## src/hw/fbs_map.vh

```
`ifndef FBS_MAP_VH
`define FBS_MAP_VH
// ****************************************
// States (state register codes)
// ****************************************
`define FBS_ST_INIT      2'h0
`define FBS_ST_PREOP     2'h1
`define FBS_ST_SAFEOP    2'h2
`define FBS_ST_OP        2'h3
// ****************************************
// Register port offsets
// ****************************************
`define FBS_A_CTRL       4'h0
`define FBS_A_STATUS     4'h1
`define FBS_A_IN_CFG     4'h2
`define FBS_A_SAFE       4'h3
`define FBS_A_WDOG       4'h4
`define FBS_A_CYCLE      4'h5
`define FBS_A_SYNC       4'h6
`define FBS_A_DIN        4'h7
// ****************************************
// Control field positions
// ****************************************
`define FBS_C_REQ_LO     0
`define FBS_C_REQ_HI     1
`define FBS_C_REQ_STB    2
`define FBS_C_ERR        3
`define FBS_C_DCMODE     4
`define FBS_C_SAVE       5
// ****************************************
// Input config codes (2 bits per channel)
// ****************************************
`define FBS_IN_PLAIN     2'h0
`define FBS_IN_LIMIT     2'h1
`define FBS_IN_LATCH     2'h2
`define FBS_IN_BOTH      2'h3
// ****************************************
// Reset values and timing
// ****************************************
`define FBS_CLK_MHZ      50
`define FBS_WDOG_US      100
`define FBS_CYCLE_US     1000
`define FBS_SYNC_LIMIT   16'h0004
`define FBS_SYNC_MISS    16'h0003
`define FBS_INIT_CYCLES  8'h10
`endif

```

## src/hw/fbs_din_sync.v

```verilog
`timescale 1ns/100ps
// ****************************************
// Three-flop input synchroniser, change once stages 2 and 3 agree
// ****************************************
module fbs_din_sync #(
  parameter W = 8
) (
  // Clock and reset
  input  wire         ref_clk,
  input  wire         rst,
  input  wire         ce,
  // Data
  input  wire [W-1:0] din,
  output reg  [W-1:0] dout
);
  reg [W-1:0] s1_reg;
  reg [W-1:0] s2_reg;
  reg [W-1:0] s3_reg;
  integer i;
  always @(posedge ref_clk or posedge rst) begin
    if (rst) begin
      s1_reg <= {W{1'b0}};
      s2_reg <= {W{1'b0}};
      s3_reg <= {W{1'b0}};
      dout   <= {W{1'b0}};
    end else if (ce) begin
      s1_reg <= din;
      s2_reg <= s1_reg;
      s3_reg <= s2_reg;
      for (i = 0; i < W; i = i + 1) begin
        if (s2_reg[i] == s3_reg[i]) begin
          dout[i] <= s3_reg[i];
        end
      end
    end
  end
endmodule // fbs_din_sync

```

## src/hw/fbs_cycle_timer.v

```verilog
`timescale 1ns/100ps
// ****************************************
// Local free-run cycle timer, one-cycle tick per period
// ****************************************
module fbs_cycle_timer #(
  parameter W = 20
) (
  // Clock and reset
  input  wire         ref_clk,
  input  wire         rst,
  input  wire         ce,
  // Control
  input  wire         run,
  input  wire [W-1:0] period,
  output reg          tick
);
  reg [W-1:0] cnt_reg;
  always @(posedge ref_clk or posedge rst) begin
    if (rst) begin
      cnt_reg <= {W{1'b0}};
      tick    <= 1'b0;
    end else if (ce) begin
      tick <= 1'b0;
      if (!run) begin
        cnt_reg <= {W{1'b0}};
      end else if (cnt_reg + {{(W-1){1'b0}}, 1'b1} >= period) begin
        cnt_reg <= {W{1'b0}};
        tick    <= 1'b1;
      end else begin
        cnt_reg <= cnt_reg + {{(W-1){1'b0}}, 1'b1};
      end
    end
  end
endmodule // fbs_cycle_timer

```

## src/hw/fbs_slave_core.v

```verilog
// Functional notes
// - Eight travel inputs: right and left for each of four axes.
// - Each input is plain, travel limit, latch trigger, or limit and latch.
// - Four states Init, Pre-Op, Safe-Op, Op; reset enters Init.
// - Master requests state; acknowledged only after target init completes.
// - Internal error drops state to lower state without a request.
// - Init allows register access only; mailbox and process data refused.
// - Entering Init loads service data from defaults or saved values.
// - Pre-Op allows mailbox only; master sets process data channels.
// - Pre-Op offers save of motion configuration to nonvolatile storage.
// - Safe-Op: both exchanges, outputs held safe, inputs updated each cycle.
// - Free-run Op watchdog expiry drops to error Safe-Op with safe outputs; no watchdog in sync mode.
// - Fallback stops motion, sets safe current and safe digital outputs.
// - Op enables process and service data; master cycles outputs.
// - Op has free-running and clock-synchronised sub-modes.
// - Free-run cycle timed by local timer, independent of master.
// - Each cycle checks new outputs, computes path, updates outputs.
// - Then reads status and writes it to dual-port memory.
// - Sync mode: miss adds three, good subtracts one; limit enters Safe-Op.
//
// Design decisions made here: strobed register access and the register offsets.
`timescale 1ns/100ps
`include "fbs_map.vh"
module fbs_slave_core #(
  parameter CYW         = 20,
  parameter CYCLE_TICKS = `FBS_CYCLE_US * `FBS_CLK_MHZ,
  parameter WDOG_TICKS  = `FBS_WDOG_US * `FBS_CLK_MHZ
) (
  // Clock, reset, enable
  input  wire        ref_clk,
  input  wire        rst,
  input  wire        clk_en,
  // Register port
  input  wire [3:0]  reg_addr,
  input  wire [31:0] reg_wdata,
  input  wire        reg_wr,
  input  wire        reg_rd,
  output reg  [31:0] reg_rdata,
  // Travel inputs from pins
  input  wire [3:0]  right_travel_input,
  input  wire [3:0]  left_travel_input,
  // Slave controller side
  input  wire        out_data_new,
  input  wire [15:0] out_data,
  input  wire        sync_event,
  input  wire        sync_missed,
  input  wire        store_done,
  output reg         mbx_enable,
  output reg         pd_in_enable,
  output reg         pd_out_enable,
  output reg         status_wr,
  output reg  [15:0] status_data,
  output reg         load_defaults,
  output reg         load_saved,
  output reg         store_req,
  // Motion engine side
  input  wire [15:0] motion_status,
  output reg         motion_wr,
  output reg  [15:0] motion_cmd,
  output reg         motion_stop,
  output reg  [7:0]  motor_current,
  output reg  [1:0]  dout,
  output reg  [3:0]  pos_limit,
  output reg  [3:0]  neg_limit,
  output reg  [7:0]  latch_trig
);
  localparam CS_IDLE = 2'h0;
  localparam CS_MOVE = 2'h1;
  localparam CS_READ = 2'h2;
  localparam CS_POST = 2'h3;

  // ****************************************
  // Registers
  // ****************************************
  reg [1:0]      state_reg;
  reg [1:0]      target_reg;
  reg            pending_reg;
  reg [7:0]      init_cnt_reg;
  reg            wd_fault_reg;
  reg            sync_err_reg;
  reg            use_saved_reg;
  reg            dc_mode_reg;
  reg [15:0]     in_cfg_reg;
  reg [9:0]      safe_reg;
  reg [CYW-1:0]  wdog_reg;
  reg [CYW-1:0]  period_reg;
  reg [15:0]     sync_lim_reg;
  reg [15:0]     sync_cnt_reg;
  reg [CYW-1:0]  wd_cnt_reg;
  reg [1:0]      cs_reg;
  reg [15:0]     latched_out_reg;
  reg [7:0]      din_edge_reg;
  reg            new_pend_reg;
  wire [7:0]     din_s;
  wire           tick;
  wire           cycle_go;
  wire           new_avail;

  // ****************************************
  // Input sync and cycle timer
  // ****************************************
  fbs_din_sync #(.W(8)) u_sync (
    .ref_clk (ref_clk),
    .rst     (rst),
    .ce      (clk_en),
    .din     ({left_travel_input, right_travel_input}),
    .dout    (din_s)
  );

  fbs_cycle_timer #(.W(CYW)) u_timer (
    .ref_clk (ref_clk),
    .rst     (rst),
    .ce      (clk_en),
    .run     (state_reg == `FBS_ST_SAFEOP || state_reg == `FBS_ST_OP),
    .period  (period_reg),
    .tick    (tick)
  );

  function is_lower;
    input [1:0] a;
    input [1:0] b;
    begin
      is_lower = (a < b);
    end
  endfunction

  wire       op_run    = (state_reg == `FBS_ST_OP) && !wd_fault_reg;
  wire       wd_expire = op_run && !dc_mode_reg && (wd_cnt_reg >= wdog_reg);
  wire [16:0] sync_sum = {1'b0, sync_cnt_reg} + {1'b0, `FBS_SYNC_MISS};
  wire       sync_trip = op_run && dc_mode_reg && sync_event && sync_missed
                         && (sync_sum[15:0] >= sync_lim_reg);
  // Cycle start: local tick in free run, sync event in dc mode
  assign cycle_go  = (cs_reg == CS_IDLE)
                     && (tick && !dc_mode_reg || sync_event && dc_mode_reg && state_reg[1]);
  assign new_avail = new_pend_reg || out_data_new;

  // ****************************************
  // State machine
  // ****************************************
  always @(posedge ref_clk or posedge rst) begin
    if (rst) begin
      state_reg     <= `FBS_ST_INIT;
      target_reg    <= `FBS_ST_INIT;
      pending_reg   <= 1'b0;
      init_cnt_reg  <= 8'h00;
      wd_fault_reg  <= 1'b0;
      sync_err_reg  <= 1'b0;
      load_defaults <= 1'b1;
      load_saved    <= 1'b0;
      wd_cnt_reg    <= {CYW{1'b0}};
      sync_cnt_reg  <= 16'h0000;
    end else if (clk_en) begin
      load_defaults <= 1'b0;
      load_saved    <= 1'b0;
      // Watchdog counts cycles without fresh outputs
      if (out_data_new || state_reg != `FBS_ST_OP) begin
        wd_cnt_reg <= {CYW{1'b0}};
      end else if (wd_cnt_reg < wdog_reg) begin
        wd_cnt_reg <= wd_cnt_reg + {{(CYW-1){1'b0}}, 1'b1};
      end
      if (op_run && dc_mode_reg && sync_event) begin
        if (sync_missed) begin
          sync_cnt_reg <= sync_sum[15:0];
        end else if (sync_cnt_reg != 16'h0000) begin
          sync_cnt_reg <= sync_cnt_reg - 16'h0001;
        end
      end
      // Error and faults override pending requests
      if (reg_wr && reg_addr == `FBS_A_CTRL && reg_wdata[`FBS_C_ERR]) begin
        state_reg   <= is_lower(state_reg, `FBS_ST_PREOP) ? state_reg : `FBS_ST_PREOP;
        pending_reg <= 1'b0;
      end else if (wd_expire || sync_trip) begin
        state_reg    <= `FBS_ST_SAFEOP;
        wd_fault_reg <= wd_expire;
        sync_err_reg <= sync_trip;
        pending_reg  <= 1'b0;
      end else if (reg_wr && reg_addr == `FBS_A_CTRL && reg_wdata[`FBS_C_REQ_STB]) begin
        target_reg   <= reg_wdata[`FBS_C_REQ_HI:`FBS_C_REQ_LO];
        pending_reg  <= 1'b1;
        init_cnt_reg <= `FBS_INIT_CYCLES;
      end else if (pending_reg) begin
        if (init_cnt_reg != 8'h00) begin
          init_cnt_reg <= init_cnt_reg - 8'h01;
        end else begin
          state_reg   <= target_reg;
          pending_reg <= 1'b0;
          if (target_reg == `FBS_ST_INIT) begin
            load_defaults <= !use_saved_reg;
            load_saved    <= use_saved_reg;
          end
          if (target_reg == `FBS_ST_OP) begin
            wd_fault_reg <= 1'b0;
            sync_err_reg <= 1'b0;
            sync_cnt_reg <= 16'h0000;
          end
        end
      end
    end
  end

  // ****************************************
  // Register port
  // ****************************************
  always @(posedge ref_clk or posedge rst) begin
    if (rst) begin
      dc_mode_reg   <= 1'b0;
      use_saved_reg <= 1'b0;
      store_req     <= 1'b0;
      in_cfg_reg    <= 16'h0000;
      safe_reg      <= 10'h000;
      wdog_reg      <= WDOG_TICKS[CYW-1:0];
      period_reg    <= CYCLE_TICKS[CYW-1:0];
      sync_lim_reg  <= `FBS_SYNC_LIMIT;
      reg_rdata     <= 32'h0000_0000;
    end else if (clk_en) begin
      if (store_done) begin
        store_req     <= 1'b0;
        use_saved_reg <= 1'b1;
      end
      if (reg_wr) begin
        case (reg_addr)
          `FBS_A_CTRL: begin
            dc_mode_reg <= reg_wdata[`FBS_C_DCMODE];
            if (reg_wdata[`FBS_C_SAVE] && state_reg == `FBS_ST_PREOP) begin
              store_req <= 1'b1;
            end
          end
          `FBS_A_IN_CFG: in_cfg_reg <= reg_wdata[15:0];
          `FBS_A_SAFE: safe_reg <= reg_wdata[9:0];
          `FBS_A_WDOG: wdog_reg <= reg_wdata[CYW-1:0];
          `FBS_A_CYCLE: period_reg <= reg_wdata[CYW-1:0];
          `FBS_A_SYNC: sync_lim_reg <= reg_wdata[15:0];
          default: ;
        endcase
      end
      reg_rdata <= 32'h0000_0000;
      if (reg_rd) begin
        case (reg_addr)
          `FBS_A_CTRL: reg_rdata <= {26'h0, store_req, dc_mode_reg, 4'h0};
          `FBS_A_STATUS: reg_rdata <= {24'h0, use_saved_reg, sync_err_reg,
                                       wd_fault_reg, pending_reg, target_reg, state_reg};
          `FBS_A_IN_CFG: reg_rdata <= {16'h0, in_cfg_reg};
          `FBS_A_SAFE: reg_rdata <= {22'h0, safe_reg};
          `FBS_A_WDOG: reg_rdata <= {{(32-CYW){1'b0}}, wdog_reg};
          `FBS_A_CYCLE: reg_rdata <= {{(32-CYW){1'b0}}, period_reg};
          `FBS_A_SYNC: reg_rdata <= {sync_cnt_reg, sync_lim_reg};
          `FBS_A_DIN: reg_rdata <= {24'h0, din_s};
          default: reg_rdata <= 32'h0000_0000;
        endcase
      end
    end
  end

  // ****************************************
  // New output data flag
  // ****************************************
  always @(posedge ref_clk or posedge rst) begin
    if (rst) begin
      new_pend_reg <= 1'b0;
    end else if (clk_en) begin
      if (cycle_go) begin
        // A pulse in the same cycle is consumed right away
        new_pend_reg <= 1'b0;
      end else if (out_data_new) begin
        new_pend_reg <= 1'b1;
      end
    end
  end

  // ****************************************
  // Cycle sequence and outputs
  // ****************************************
  integer k;
  always @(posedge ref_clk or posedge rst) begin
    if (rst) begin
      cs_reg          <= CS_IDLE;
      latched_out_reg <= 16'h0000;
      din_edge_reg    <= 8'h00;
      mbx_enable      <= 1'b0;
      pd_in_enable    <= 1'b0;
      pd_out_enable   <= 1'b0;
      status_wr       <= 1'b0;
      status_data     <= 16'h0000;
      motion_wr       <= 1'b0;
      motion_cmd      <= 16'h0000;
      motion_stop     <= 1'b1;
      motor_current   <= 8'h00;
      dout            <= 2'h0;
      pos_limit       <= 4'h0;
      neg_limit       <= 4'h0;
      latch_trig      <= 8'h00;
    end else if (clk_en) begin
      mbx_enable    <= state_reg != `FBS_ST_INIT;
      pd_in_enable  <= state_reg[1];
      pd_out_enable <= op_run;
      status_wr     <= 1'b0;
      motion_wr     <= 1'b0;
      din_edge_reg  <= din_s;
      for (k = 0; k < 4; k = k + 1) begin
        pos_limit[k] <= in_cfg_reg[2*k] & din_s[k];
        neg_limit[k] <= in_cfg_reg[2*k+8] & din_s[k+4];
      end
      for (k = 0; k < 8; k = k + 1) begin
        latch_trig[k] <= in_cfg_reg[2*k+1] & din_s[k] & !din_edge_reg[k];
      end
      if (!op_run) begin
        motion_stop   <= 1'b1;
        motor_current <= safe_reg[7:0];
        dout          <= safe_reg[9:8];
      end
      case (cs_reg)
        CS_IDLE: begin
          if (cycle_go) begin
            if (op_run && new_avail) begin
              latched_out_reg <= out_data;
              cs_reg          <= CS_MOVE;
            end else begin
              cs_reg <= CS_READ;
            end
          end
        end
        CS_MOVE: begin
          if (op_run) begin
            motion_cmd  <= latched_out_reg;
            motion_wr   <= 1'b1;
            motion_stop <= 1'b0;
            dout        <= latched_out_reg[1:0];
          end
          cs_reg <= CS_READ;
        end
        CS_READ: begin
          status_data <= {motion_status[15:8], din_s};
          cs_reg      <= CS_POST;
        end
        CS_POST: begin
          status_wr <= 1'b1;
          cs_reg    <= CS_IDLE;
        end
        default: cs_reg <= CS_IDLE;
      endcase
    end
  end
endmodule // fbs_slave_core

```

## config.mk

```make
export PLATFORM = sky130hd
export DESIGN_NAME = fbs_slave_core
export DESIGN_NICKNAME = d
export VERILOG_FILES = /design/src/hw/fbs_din_sync.v /design/src/hw/fbs_cycle_timer.v /design/src/hw/fbs_slave_core.v
export VERILOG_INCLUDE_DIRS = /design/src /design/src/hw
export SDC_FILE = /design/constraint.sdc
export NUM_CORES = 1
export LEC_CHECK = 0
export BUFFER_PORTS_ARGS = -buffer_cell sky130_fd_sc_hd__buf_2
export CORE_ASPECT_RATIO = 1.5
export CORE_MARGIN = 2
export CORE_UTILIZATION = 45
export CTS_BUF_LIST = sky130_fd_sc_hd__clkbuf_8
export CTS_CLUSTER_DIAMETER = 30
export DETAILED_ROUTE_END_ITERATION = 12
export PLACE_DENSITY = 0.63
export SLEW_MARGIN = 0
export SYNTH_ARGS = -nofsm -noshare
export SYNTH_HDL_FRONTEND = slang
export SYNTH_HIERARCHICAL = 1
export SYNTH_SLANG_ARGS = --single-unit
export TNS_END_PERCENT = 20
```

## constraint.sdc

```tcl
create_clock -name ref_clk -period 15.58 [get_ports ref_clk]
set_input_delay 0 -clock ref_clk [delete_from_list [all_inputs] [get_ports ref_clk]]
set_output_delay 0 -clock ref_clk [all_outputs]
set_load 0.005 [all_outputs]
```

# == After elaboration in Yosys (flattened, before gate mapping) ==
# Index checks and enable logic that the tools add are counted.
# word_totals
elab_cells,253
out_inout_bits,99
inputBits,85
ff_bits,314
# op_classes
order_cmp,5
mux,67
bitwise_logic,27
n_reduce_logical,71
n_addsub,5
eq_ne,29
# op_table
op,count
32-bit one-hot mux with 8 select lines,1
16-bit 2-to-1 mux,9
20-bit 2-to-1 mux,4
20-bit by 1-bit adder with 20-bit output (second input constant),2
20-bit >= comparator,2
1-bit 2-to-1 mux,37
32-bit 2-to-1 mux,1
2-bit AND reduction,14
1-bit bitwise AND,24
8-bit 2-to-1 mux,3
2-bit 2-to-1 mux,11
3-bit AND reduction,7
20-bit less-than comparator,1
16-bit by 2-bit adder with 16-bit output (second input constant),1
4-bit by 3-bit == test with 1-bit output (second input constant),4
16-bit >= comparator,1
1-bit logical AND,16
16-bit nonzero test,1
16-bit by 1-bit subtractor with 16-bit output (second input constant),1
2-bit nonzero test,7
1-bit logical NOT,11
2-bit == test (second input constant),5
2-bit != test (second input constant),5
5-bit AND reduction,2
other kinds (16),34

# == Depth between registers and ports, before layout ==
# Gate-level depths: netlist of the first run.
# logic_depth
word_depth,11
mapped_depth,15
ltp_nobuf,14

# == Cells and area by module ==
# The synthesis of the first run kept the hierarchy.
# modules_own_cells
mod,instances,area_per_inst_um2,cells_each,seq_area_each_um2
fbs_slave_core,1,12761.0,1185,6548.8
fbs_cycle_timer,1,1935.6,233,525.5
fbs_din_sync,1,1313.8,94,800.8

# == Least setup slack after synthesis of the first run ==
# Ideal clock, no wire load.
# synth_path
kind,register to register
startpoint,reg u_timer.cnt_reg[3]
endpoint,reg u_timer.cnt_reg[16]
arrival_ns,3.377
stages_incl_launch_ff,13
setup_slack_ns,12.069
n_path_buf,2
setup_time_ns,0.134
synth_period_minus_slack_ns,3.511
required_time_ns,15.446
path_cell_list,dfrtp_1 nand4_2 or3_1 buf_6 or4_4 xnor2_1 ha_1 nand4_1 nor3_1 nand4_1 o211ai_1 buf_2 o211ai_1
# synth_between
elab_chain_cells,4
# synth_lines
element,line,rtl
"start, declared",fbs_cycle_timer.v:17,reg [W-1:0] cnt_reg;
"start signal, assigned",fbs_cycle_timer.v:20,cnt_reg <= {W{1'b0}};
"start signal, assigned",fbs_cycle_timer.v:25,cnt_reg <= {W{1'b0}};
"start signal, assigned",fbs_cycle_timer.v:27,cnt_reg <= {W{1'b0}};
20-bit by 1-bit adder with 20-bit output *,"fbs_cycle_timer.v:26, fbs_cycle_timer.v:30",
20-bit >= comparator,fbs_cycle_timer.v:26,"end else if (cnt_reg + {{(W-1){1'b0}}, 1'b1} >= period) begin"
20-bit 2-to-1 mux *,fbs_cycle_timer.v:26,
20-bit 2-to-1 mux *,fbs_cycle_timer.v:24,if (!run) begin
# Every way passes the cells marked *; elsewhere a longest branch is shown, timed or not.
# A chain may end at the register's enable or synchronous reset.

# == Worst setup path in the final report of the first run ==
# layout_path
startpoint,reg sync_cnt_reg[0]
endpoint,reg sync_cnt_reg[10]
# layout_between
elab_chain_cells,10
elab_cells_between_ends,15
cone_classes,add/sub (2); order compare (1); mux (9); reduce/logical (3)
# layout_lines
element,line,rtl
"start, declared",fbs_slave_core.v:88,reg [15:0] sync_cnt_reg;
"start signal, assigned",fbs_slave_core.v:163,sync_cnt_reg <= sync_sum[15:0];
"start signal, assigned",fbs_slave_core.v:165,sync_cnt_reg <= sync_cnt_reg - 16'h0001;
branches (longest 9 deep; another with 16-bit by 2-bit adder with 16-bit output),n/a,
16-bit 2-to-1 mux *,fbs_slave_core.v:169,if (reg_wr && reg_addr == `FBS_A_CTRL && reg_wdata[`FBS_C_ERR]) begin
# Mark *: on every way between the ends.

==> results of run 1 <==
## synth_stat cells, types with 18 or more instances
library cell,n
nor2_1,63
nand3_1,50
dfrtp_1,300
ha_1,66
mux2_2,140
o21ai_0,86
nand2_1,133
nor3_1,25
nand4_1,18
clkbuf_1,58
nand2b_1,20
inv_1,113
a21oi_1,42
xnor2_1,36
a22o_1,25
## worst paths after layout
kind                            slack [ns]  depth (start not counted)                            to
worst max-delay path                 10.46                         14  sync_cnt_reg[10]$_DFFE_PP0P_
worst min-delay path                  0.10                          4  u_sync/s3_reg[7]$_DFFE_PP0P_
worst max register to register       10.46                         14  sync_cnt_reg[10]$_DFFE_PP0P_
worst min register to register        0.47                          1      reg_rdata[6]$_DFFE_PP0P_
max in group asynchronous            13.92                          4     latch_trig[6]$_DFFE_PP0P_
min in group ref_clk                  0.14                          5      reg_rdata[7]$_DFFE_PP0P_
## cell type report
class / count / area (µm²) / area share, %
clock buffer: 66 / 908 / 4.75
clock inverter: 41 / 373 / 1.95
inverter: 115 / 439 / 2.30
multi-input combinational: 1002 / 7340 / 38.4
sequential: 314 / 7880 / 41.2
tap: 473 / 592 / 3.10
timing repair buffer: 245 / 1600 / 8.35
## report_power, final
part / leakage, nW / total [mW] / switching, mW / internal [mW]
logic: 4.27 / 0.388 / 0.204 / 0.184
registers: 4.00 / 1.06 / 0.112 / 0.948
clock network: 0.698 / 0.862 / 0.369 / 0.492
## cell families (layout without fill, tap and decap cells)
kind of cell	count (synthesis)	in the layout	synth area share [%]
AOI/OAI and AO/OA	332	332	14.5
xor gates and xnor gates	46	46	2.52
adders and majority gates	66	66	5.16
buffers and inverters	196	467	5.06
DFF	314	314	49.2
muxes	148	148	10.3
and+or+nand+nor	410	410	13.2
## worst max-delay path: stages (launching register included)
cell and delay, ns:
dfrtp_1 0.46, inv_1 0.14, ha_1 0.30, nand4b_1 0.23
nor3_1 0.57, nand3_1 0.17, xnor2_1 0.16, ha_1 0.31
nand2_1 0.05, o21ai_0 0.44, a41o_1 0.22, nand3_1 0.18
o211ai_2 0.71, nand2_1 0.57, o311ai_0 0.47
## metal layers
metal,wire [µm],vias up,global-route usage (%)
li1,-,5917,-
met4,1910,0,10.9
met1,17400,6223,28.7
met2,22300,394,40.9
met5,0,-,0
met3,2670,107,4.94
## what timing repair did
item | 4_1_cts | 5_1_grt
hold buffers | 65 | 0
endpoints found under the setup margin | 0 | 0
endpoints found under the hold margin | 348 | 0
==> summary.md, run 1 <==
| Metric | Value |
|---|---|
| CTS Root Buffer Type | `clkbuf_8` |
| CORE AREA | `35,100 µm²` |
| Crit path launch | `sync_cnt_reg[0]$_DFFE_PP0P_` |
| Die Height | `235 µm` |
| Max reg flops | `32` |
| Total grt overflow | `0` |
| Fillers | `3,202` |
| Non-Filler Instances | `2,256` |
| NumNets Final | `1,887` |
| Peak supply drop | `0.0998 mV` |
| Synth area leader | `dfrtp_1` |
| Initial antenna violation count | `0` |
| PnR worst setup slack | `10.46 ns` |
| Share of the synthesized area in the top cell type | `46.9%` |
| Commonest non-fill, non-tap cell in the layout | `dfrtp_1` |
| Synth Register Bits | `314` |
| Async S/R FF share, synth | `100%` |
| Critical Path Fanout Max | `17` |
| Global-route wire length before repair | `69,800 µm` |
| I/O Pins | `184` |
| Register area share after synthesis | `49.2%` |
| Leakage | `8.97 nW` |
| Post-synth EDFFs | `0` |
| Clk sinks | `314` |
| Later-pin clock latency in the skew report | `0.63 ns` |
| WS Path Type | `flop to flop` |
| Max clock buf depth | `3` |
| Remaining antenna violation count | `0` |
| Worst EP arrival | `5.62 ns` |
| CTS tree | `done` |
| Most frequent cells in the layout | `dfrtp_1, buf_2, mux2_2, nand2_1, inv_1` |
| Period Utilization, post-route | `32.9%` |
| Synth Flop Type | `dfrtp_1` |
| Via count | `12,641` |
| Average wire per standard cell | `19.6 µm` |
| Data required time of the critical path | `16.08 ns` |
| Initial Utilization | `45.6%` |
| Die Area | `37,100 µm²` |
| Pwr Total | `2.31 mW` |
| Post-DR vias/cell | `5.60` |
| Residual DRC | `0` |
| # port buffers | `163` |
| Slew Limit Fails | `0` |
| Hpwl dp | `31,300 µm` |
| N_diodes | `0` |
| Synth Area per Inst | `10.6 µm²` |
| RSZ-0062 raised after global routing | `no` |
| WHS | `0.101 ns` |
| Hold Violations, Final | `0` |
| Critical path startpoint category | `flop` |
| Placer Congestion | `0.887` |
| Initial DRC count | `845` |
| All-Layer GR Usage | `23.9%` |
| Clk_skew | `0.0282 ns` |
| Max_slew headroom | `18.7%` |
| Final setup TNS | `0 ns` |
| H-tree depth | `2` |
| Min-Delay Path Class | `input pin to asynchronous set/reset pin` |
| Outcome | `completed` |
| DP Cell Count | `2,084` |
| Post-Syn Area | `16,000 µm²` |
| Drt total wl | `44,300 µm` |
| Setup violators final | `0` |
| Setup bufs post-CTS | `0` |
| RR Startpoint | `sync_cnt_reg[0]$_DFFE_PP0P_` |
| FMAX | `195 MHz` |
| Clock-pin slew on the worst setup and hold paths | `0.06 ns` |
| Placed inst area | `17,200 µm²` |
| Synth Net Count | `1,663` |
| MaxCap Viol Count | `0` |
| Synth top area cells | `dfrtp_1, mux2_2, ha_1, nand2_1, o21ai_0` |
| Area delta synth->final | `19.4%` |
| Die width | `158 µm` |
| Final core utilization | `54.5%` |
| Vias in the first global route | `12,772` |
| Worst slack at placement | `10.36 ns` |
| Fin area | `19,100 µm²` |
| Num rows | `84` |
| Mapped Cells | `1,512` |
| CP endpoint kind | `flop` |
| Ys Warns | `6` |
| Largest reg by FF count | `reg_rdata` |
| PostCTS Resize Cnt | `0` |
| Length of the first detailed-routing pass in iterations | `8` |
| Slew @ Worst Pin | `1.21 ns` |
| Largest net degree at the start of global routing | `131` |
| Share of layout cells above drive strength 1 | `25.5%` |
| Power per cell area | `121 nW/µm²` |
| Count of cell types in the netlist | `85` |
| Fin crit period | `5.12 ns` |
| Total CTS buffers | `58` |
(Power assumes the default switching activity.)
==> inputs of run 2 (changes only) <==
- ABC_AREA: default -> 1
- clock period: 15.58 -> 5 ns (I/O delays scaled with it)
==> summary.md, run 2 <==
| Metric | Value |
|---|---|
| FMAX | `292 MHz (+49%)` |
| Average wire per standard cell | `16.7 µm (-15%)` |
| R2R Setup Slk | `1.57 ns (-8.89 ns)` |
| Critical Path Fanout Max | `10 (-7)` |
| Remaining antenna violation count | `0 (unchanged)` |
| CORE AREA | `37,400 µm² (+6.7%)` |
| Hold Violations, Final | `0 (unchanged)` |
| Largest reg by FF count | `reg_rdata` |
| I/O Pins | `184 (unchanged)` |
| Max reg flops | `32 (unchanged)` |
| Placer Congestion | `0.900 (+1.5%)` |
| Most used cell, CP | `nand2_1` |
| Largest net degree at the start of global routing | `184 (+40%)` |
| Die width | `163 µm (+2.9%)` |
| Hpwl dp | `35,300 µm (+13%)` |
| Share of layout cells above drive strength 1 | `15.4% (-10 points)` |
| Synth area leader | `dfrtp_1` |
| Synth Area per Inst | `7.94 µm² (-25%)` |
| Die Height | `242 µm (+3.0%)` |
| RSZ-0062 raised after global routing | `no` |
| Die Area | `39,400 µm² (+6.0%)` |
| Clock-pin slew on the worst setup and hold paths | `0.06 ns (about the same)` |
| Critical Path, Cell by Cell | `inv_1 -> ha_1 -> inv_1 -> nand2_1 -> inv_2 -> nand4_1 -> nand2_1 -> inv_1 -> ha_1 -> nand2_1 -> o21bai_1 -> nand2_1 -> a21oi_1 -> nand3_1 -> nand2_4 -> nand2_4 -> nor2_8 -> nand2_2 -> nand3_1 -> nand2_1` |
| Max clock buf depth | `3 (unchanged)` |
| WS Path Type | `flop to flop` |
| Vias in the first global route | `14,578 (+14%)` |
| Total CTS buffers | `58 (unchanged)` |
| Pwr Total | `7.47 mW (+220%)` |
| Critical path startpoint category | `flop` |
| CTS tree | `done` |
| Initial Utilization | `45.4% (-0.23 points)` |
| Synth Net Count | `2,292 (+38%)` |
| NumNets Final | `2,510 (+33%)` |
| Drt total wl | `48,300 µm (+9.1%)` |
| Num rows | `87 (+3.6%)` |
| Peak supply drop | `0.195 mV (+96%)` |
| Data required time of the critical path | `5.52 ns (-10.56 ns)` |
| Via count | `14,940 (+18%)` |
| Slew @ Worst Pin | `1.07 ns (-0.144 ns)` |
| Ys Warns | `6 (unchanged)` |
| Register area share after synthesis | `46.3% (-2.8 points)` |
| CP endpoint kind | `flop` |
| Length of the first detailed-routing pass in iterations | `5 (-3)` |
| Clk sinks | `314 (unchanged)` |
| Slew Limit Fails | `0 (unchanged)` |
| MaxCap Viol Count | `0 (unchanged)` |
| Min-Delay Path Class | `input pin to asynchronous set/reset pin` |
| Setup bufs post-CTS | `0 (unchanged)` |
| Final setup TNS | `0 ns (unchanged)` |
| Most frequent cells in the layout | `nand2_1, inv_1, dfrtp_1, o21ai_0, buf_2` |
| Post-DR vias/cell | `5.16 (-8.0%)` |
| Post-synth EDFFs | `0 (unchanged)` |
| Period Utilization, post-route | `68.6% (+36 points)` |
| Total grt overflow | `0 (unchanged)` |
| Initial antenna violation count | `2 (+2)` |
| Commonest non-fill, non-tap cell in the layout | `nand2_1` |
| Post-synth top cells | `nand2_1, dfrtp_1, inv_1` |
| Fillers | `3,608 (+13%)` |
| Residual DRC | `0 (unchanged)` |
| Post-Syn Area | `17,000 µm² (+6.1%)` |
| Area delta synth->final | `17.8%` |
| Later-pin clock latency in the skew report | `0.64 ns (about the same)` |
| Delay of the slowest critical-path stage | `0.53 ns (-0.18 ns)` |
| Initial DRC count | `1,090 (+29%)` |
| Synth top area cells | `dfrtp_1, nand2_1, inv_1, o21ai_0, ha_1` |
| Count of cell types in the netlist | `57 (-33%)` |
| Most frequent cell after synthesis | `nand2_1` |
| Async S/R FF share, synth | `100% (unchanged)` |
| Outcome | `completed` |
| Global-route wire length before repair | `76,200 µm (+9.2%)` |
| Worst EP arrival | `3.95 ns (-1.67 ns)` |
| WHS | `0.0491 ns (-0.0516 ns)` |
| Fin crit period | `3.43 ns (-1.69 ns)` |
| Setup violators final | `0 (unchanged)` |
| Max_slew headroom | `28.5% (+9.9 points)` |
| CTS Root Buffer Type | `clkbuf_8` |
| Leakage | `10.5 nW (+17%)` |
| Clk_skew | `0.0248 ns (-0.00345 ns)` |
| H-tree depth | `2 (unchanged)` |
| All-Layer GR Usage | `24.4% (+0.49 points)` |
| Slowest-stage cell, CP | `dfrtp_1` |
| Power per cell area | `373 nW/µm² (+210%)` |
| # port buffers | `163 (unchanged)` |
| Cells on worst reg2reg path | `20 (+6)` |
| Share of the synthesized area in the top cell type | `44.2% (-2.7 points)` |
| Mapped Cells | `2,141 (+42%)` |
| Synth Register Bits | `314 (unchanged)` |
| Synth Flop Type | `dfrtp_1` |
==> run 2: changes by cell type in the layout (fill, tap and decap cells not counted), moves of 15 or more <==
| cell | previous run | this run |
|---|---|---|
| o21bai_1 | 0 | 21 |
| o21ai_0 | 86 | 180 |
| a22oi_1 | 16 | 0 |
| nand3_1 | 50 | 87 |
| mux2_2 | 140 | 9 |
| inv_1 | 128 | 307 |
| nor2_1 | 63 | 141 |
| nand2b_1 | 20 | 0 |
| nand2_1 | 133 | 633 |
| xnor2_1 | 36 | 5 |
| a22o_1 | 25 | 0 |
| o2bb2ai_1 | 17 | 0 |
| xor2_1 | 10 | 25 |
==> run 2: layout make-up <==
type / count / area [µm²] / share of cell area, %
Tap cell: 489 / 612 / 3.06
Sequential cell: 314 / 7880 / 39.3
Multi-Input combinational cell: 1436 / 7520 / 37.5
Clock inverter: 43 / 365 / 1.82
Timing Repair Buffer: 239 / 1570 / 7.84
Inverter: 310 / 1170 / 5.86
Antenna cell: 1 / 2.50 / 0.0125
Clock buffer: 66 / 908 / 4.54
==> run 2: per-layer routing <==
metal / up-vias / GRT usage [%] / part of all wire, %
li1: 7310 / - / -
met1: 7058 / 28.0 / 39
met2: 436 / 44.0 / 51
met3: 132 / 3.80 / 5.3
met4: 4 / 11.9 / 4.9
met5: - / 0 / 0.050
==> run 2: path summary, 6_finish.rpt <==
path	startpoint	to
min	rst	u_sync/s3_reg[5]$_DFFE_PP0P_
max reg2reg	sync_cnt_reg[0]$_DFFE_PP0P_	sync_cnt_reg[13]$_DFFE_PP0P_
max in group asynchronous	rst	sync_cnt_reg[14]$_DFFE_PP0P_
min in group ref_clk	reg_rd	reg_rdata[25]$_DFFE_PP0P_
min reg2reg	din_edge_reg[3]$_DFFE_PP0P_	latch_trig[3]$_DFFE_PP0P_
max	sync_cnt_reg[0]$_DFFE_PP0P_	sync_cnt_reg[13]$_DFFE_PP0P_
==> run 2: power breakdown <==
group	leakage (nW)	total, mW	internal [mW]	switching, mW
sequential	4.04	3.22	2.91	0.306
combinational	5.77	1.61	0.609	1.00
clock	0.676	2.64	1.45	1.19
total	10.5	7.47	4.97	2.50
==> run 2: logic make-up (layout without fill, tap and decap cells) <==
family	count (synthesis)	count (layout)	synth area share, %
multiplexers	10	10	0.663
AND/OR/NAND/NOR	963	963	24.2
AO/OA/AOI/OAI	367	367	13.0
flip-flops	314	314	46.3
adder cells (fa/ha/maj)	66	66	4.86
other	0	1	0
XOR/XNOR	30	30	1.55
buffers and inverters	391	658	9.43
==> run 2: critical path, delay by kind of cell, from the launching register on <==
family / cells / cell delay [ns]
and+or+nand+nor: 12 / 1.48
adders and majority gates: 2 / 0.57
DFF: 1 / 0.53
buffers and inverters: 4 / 0.47
AOI/OAI and AO/OA: 2 / 0.26
==> run 2: metrics by stage <==
| stage | instance area [µm²] | setup WS [ns] | cells | utilization [%] |
|---|---|---|---|---|
| after floorplan | 17000 | 1.57 | 2141 | - |
| after global placement | 18100 | 1.62 | 2721 | 48.3 |
| after detailed placement | 18100 | 1.55 | 2721 | 48.3 |
| after CTS | 20000 | 1.55 | 2897 | 53.5 |
| after global routing | 20000 | 1.28 | 2897 | 53.5 |
| final | 20000 | 1.57 | 2898 | 53.5 |
==> run 2: repair_timing <==
action | CTS | global route
hold buffers | 67 | 0
hold endpoints to repair | 476 | 0
setup endpoints to repair | 0 | 0
gates resized for setup | 0 | 0
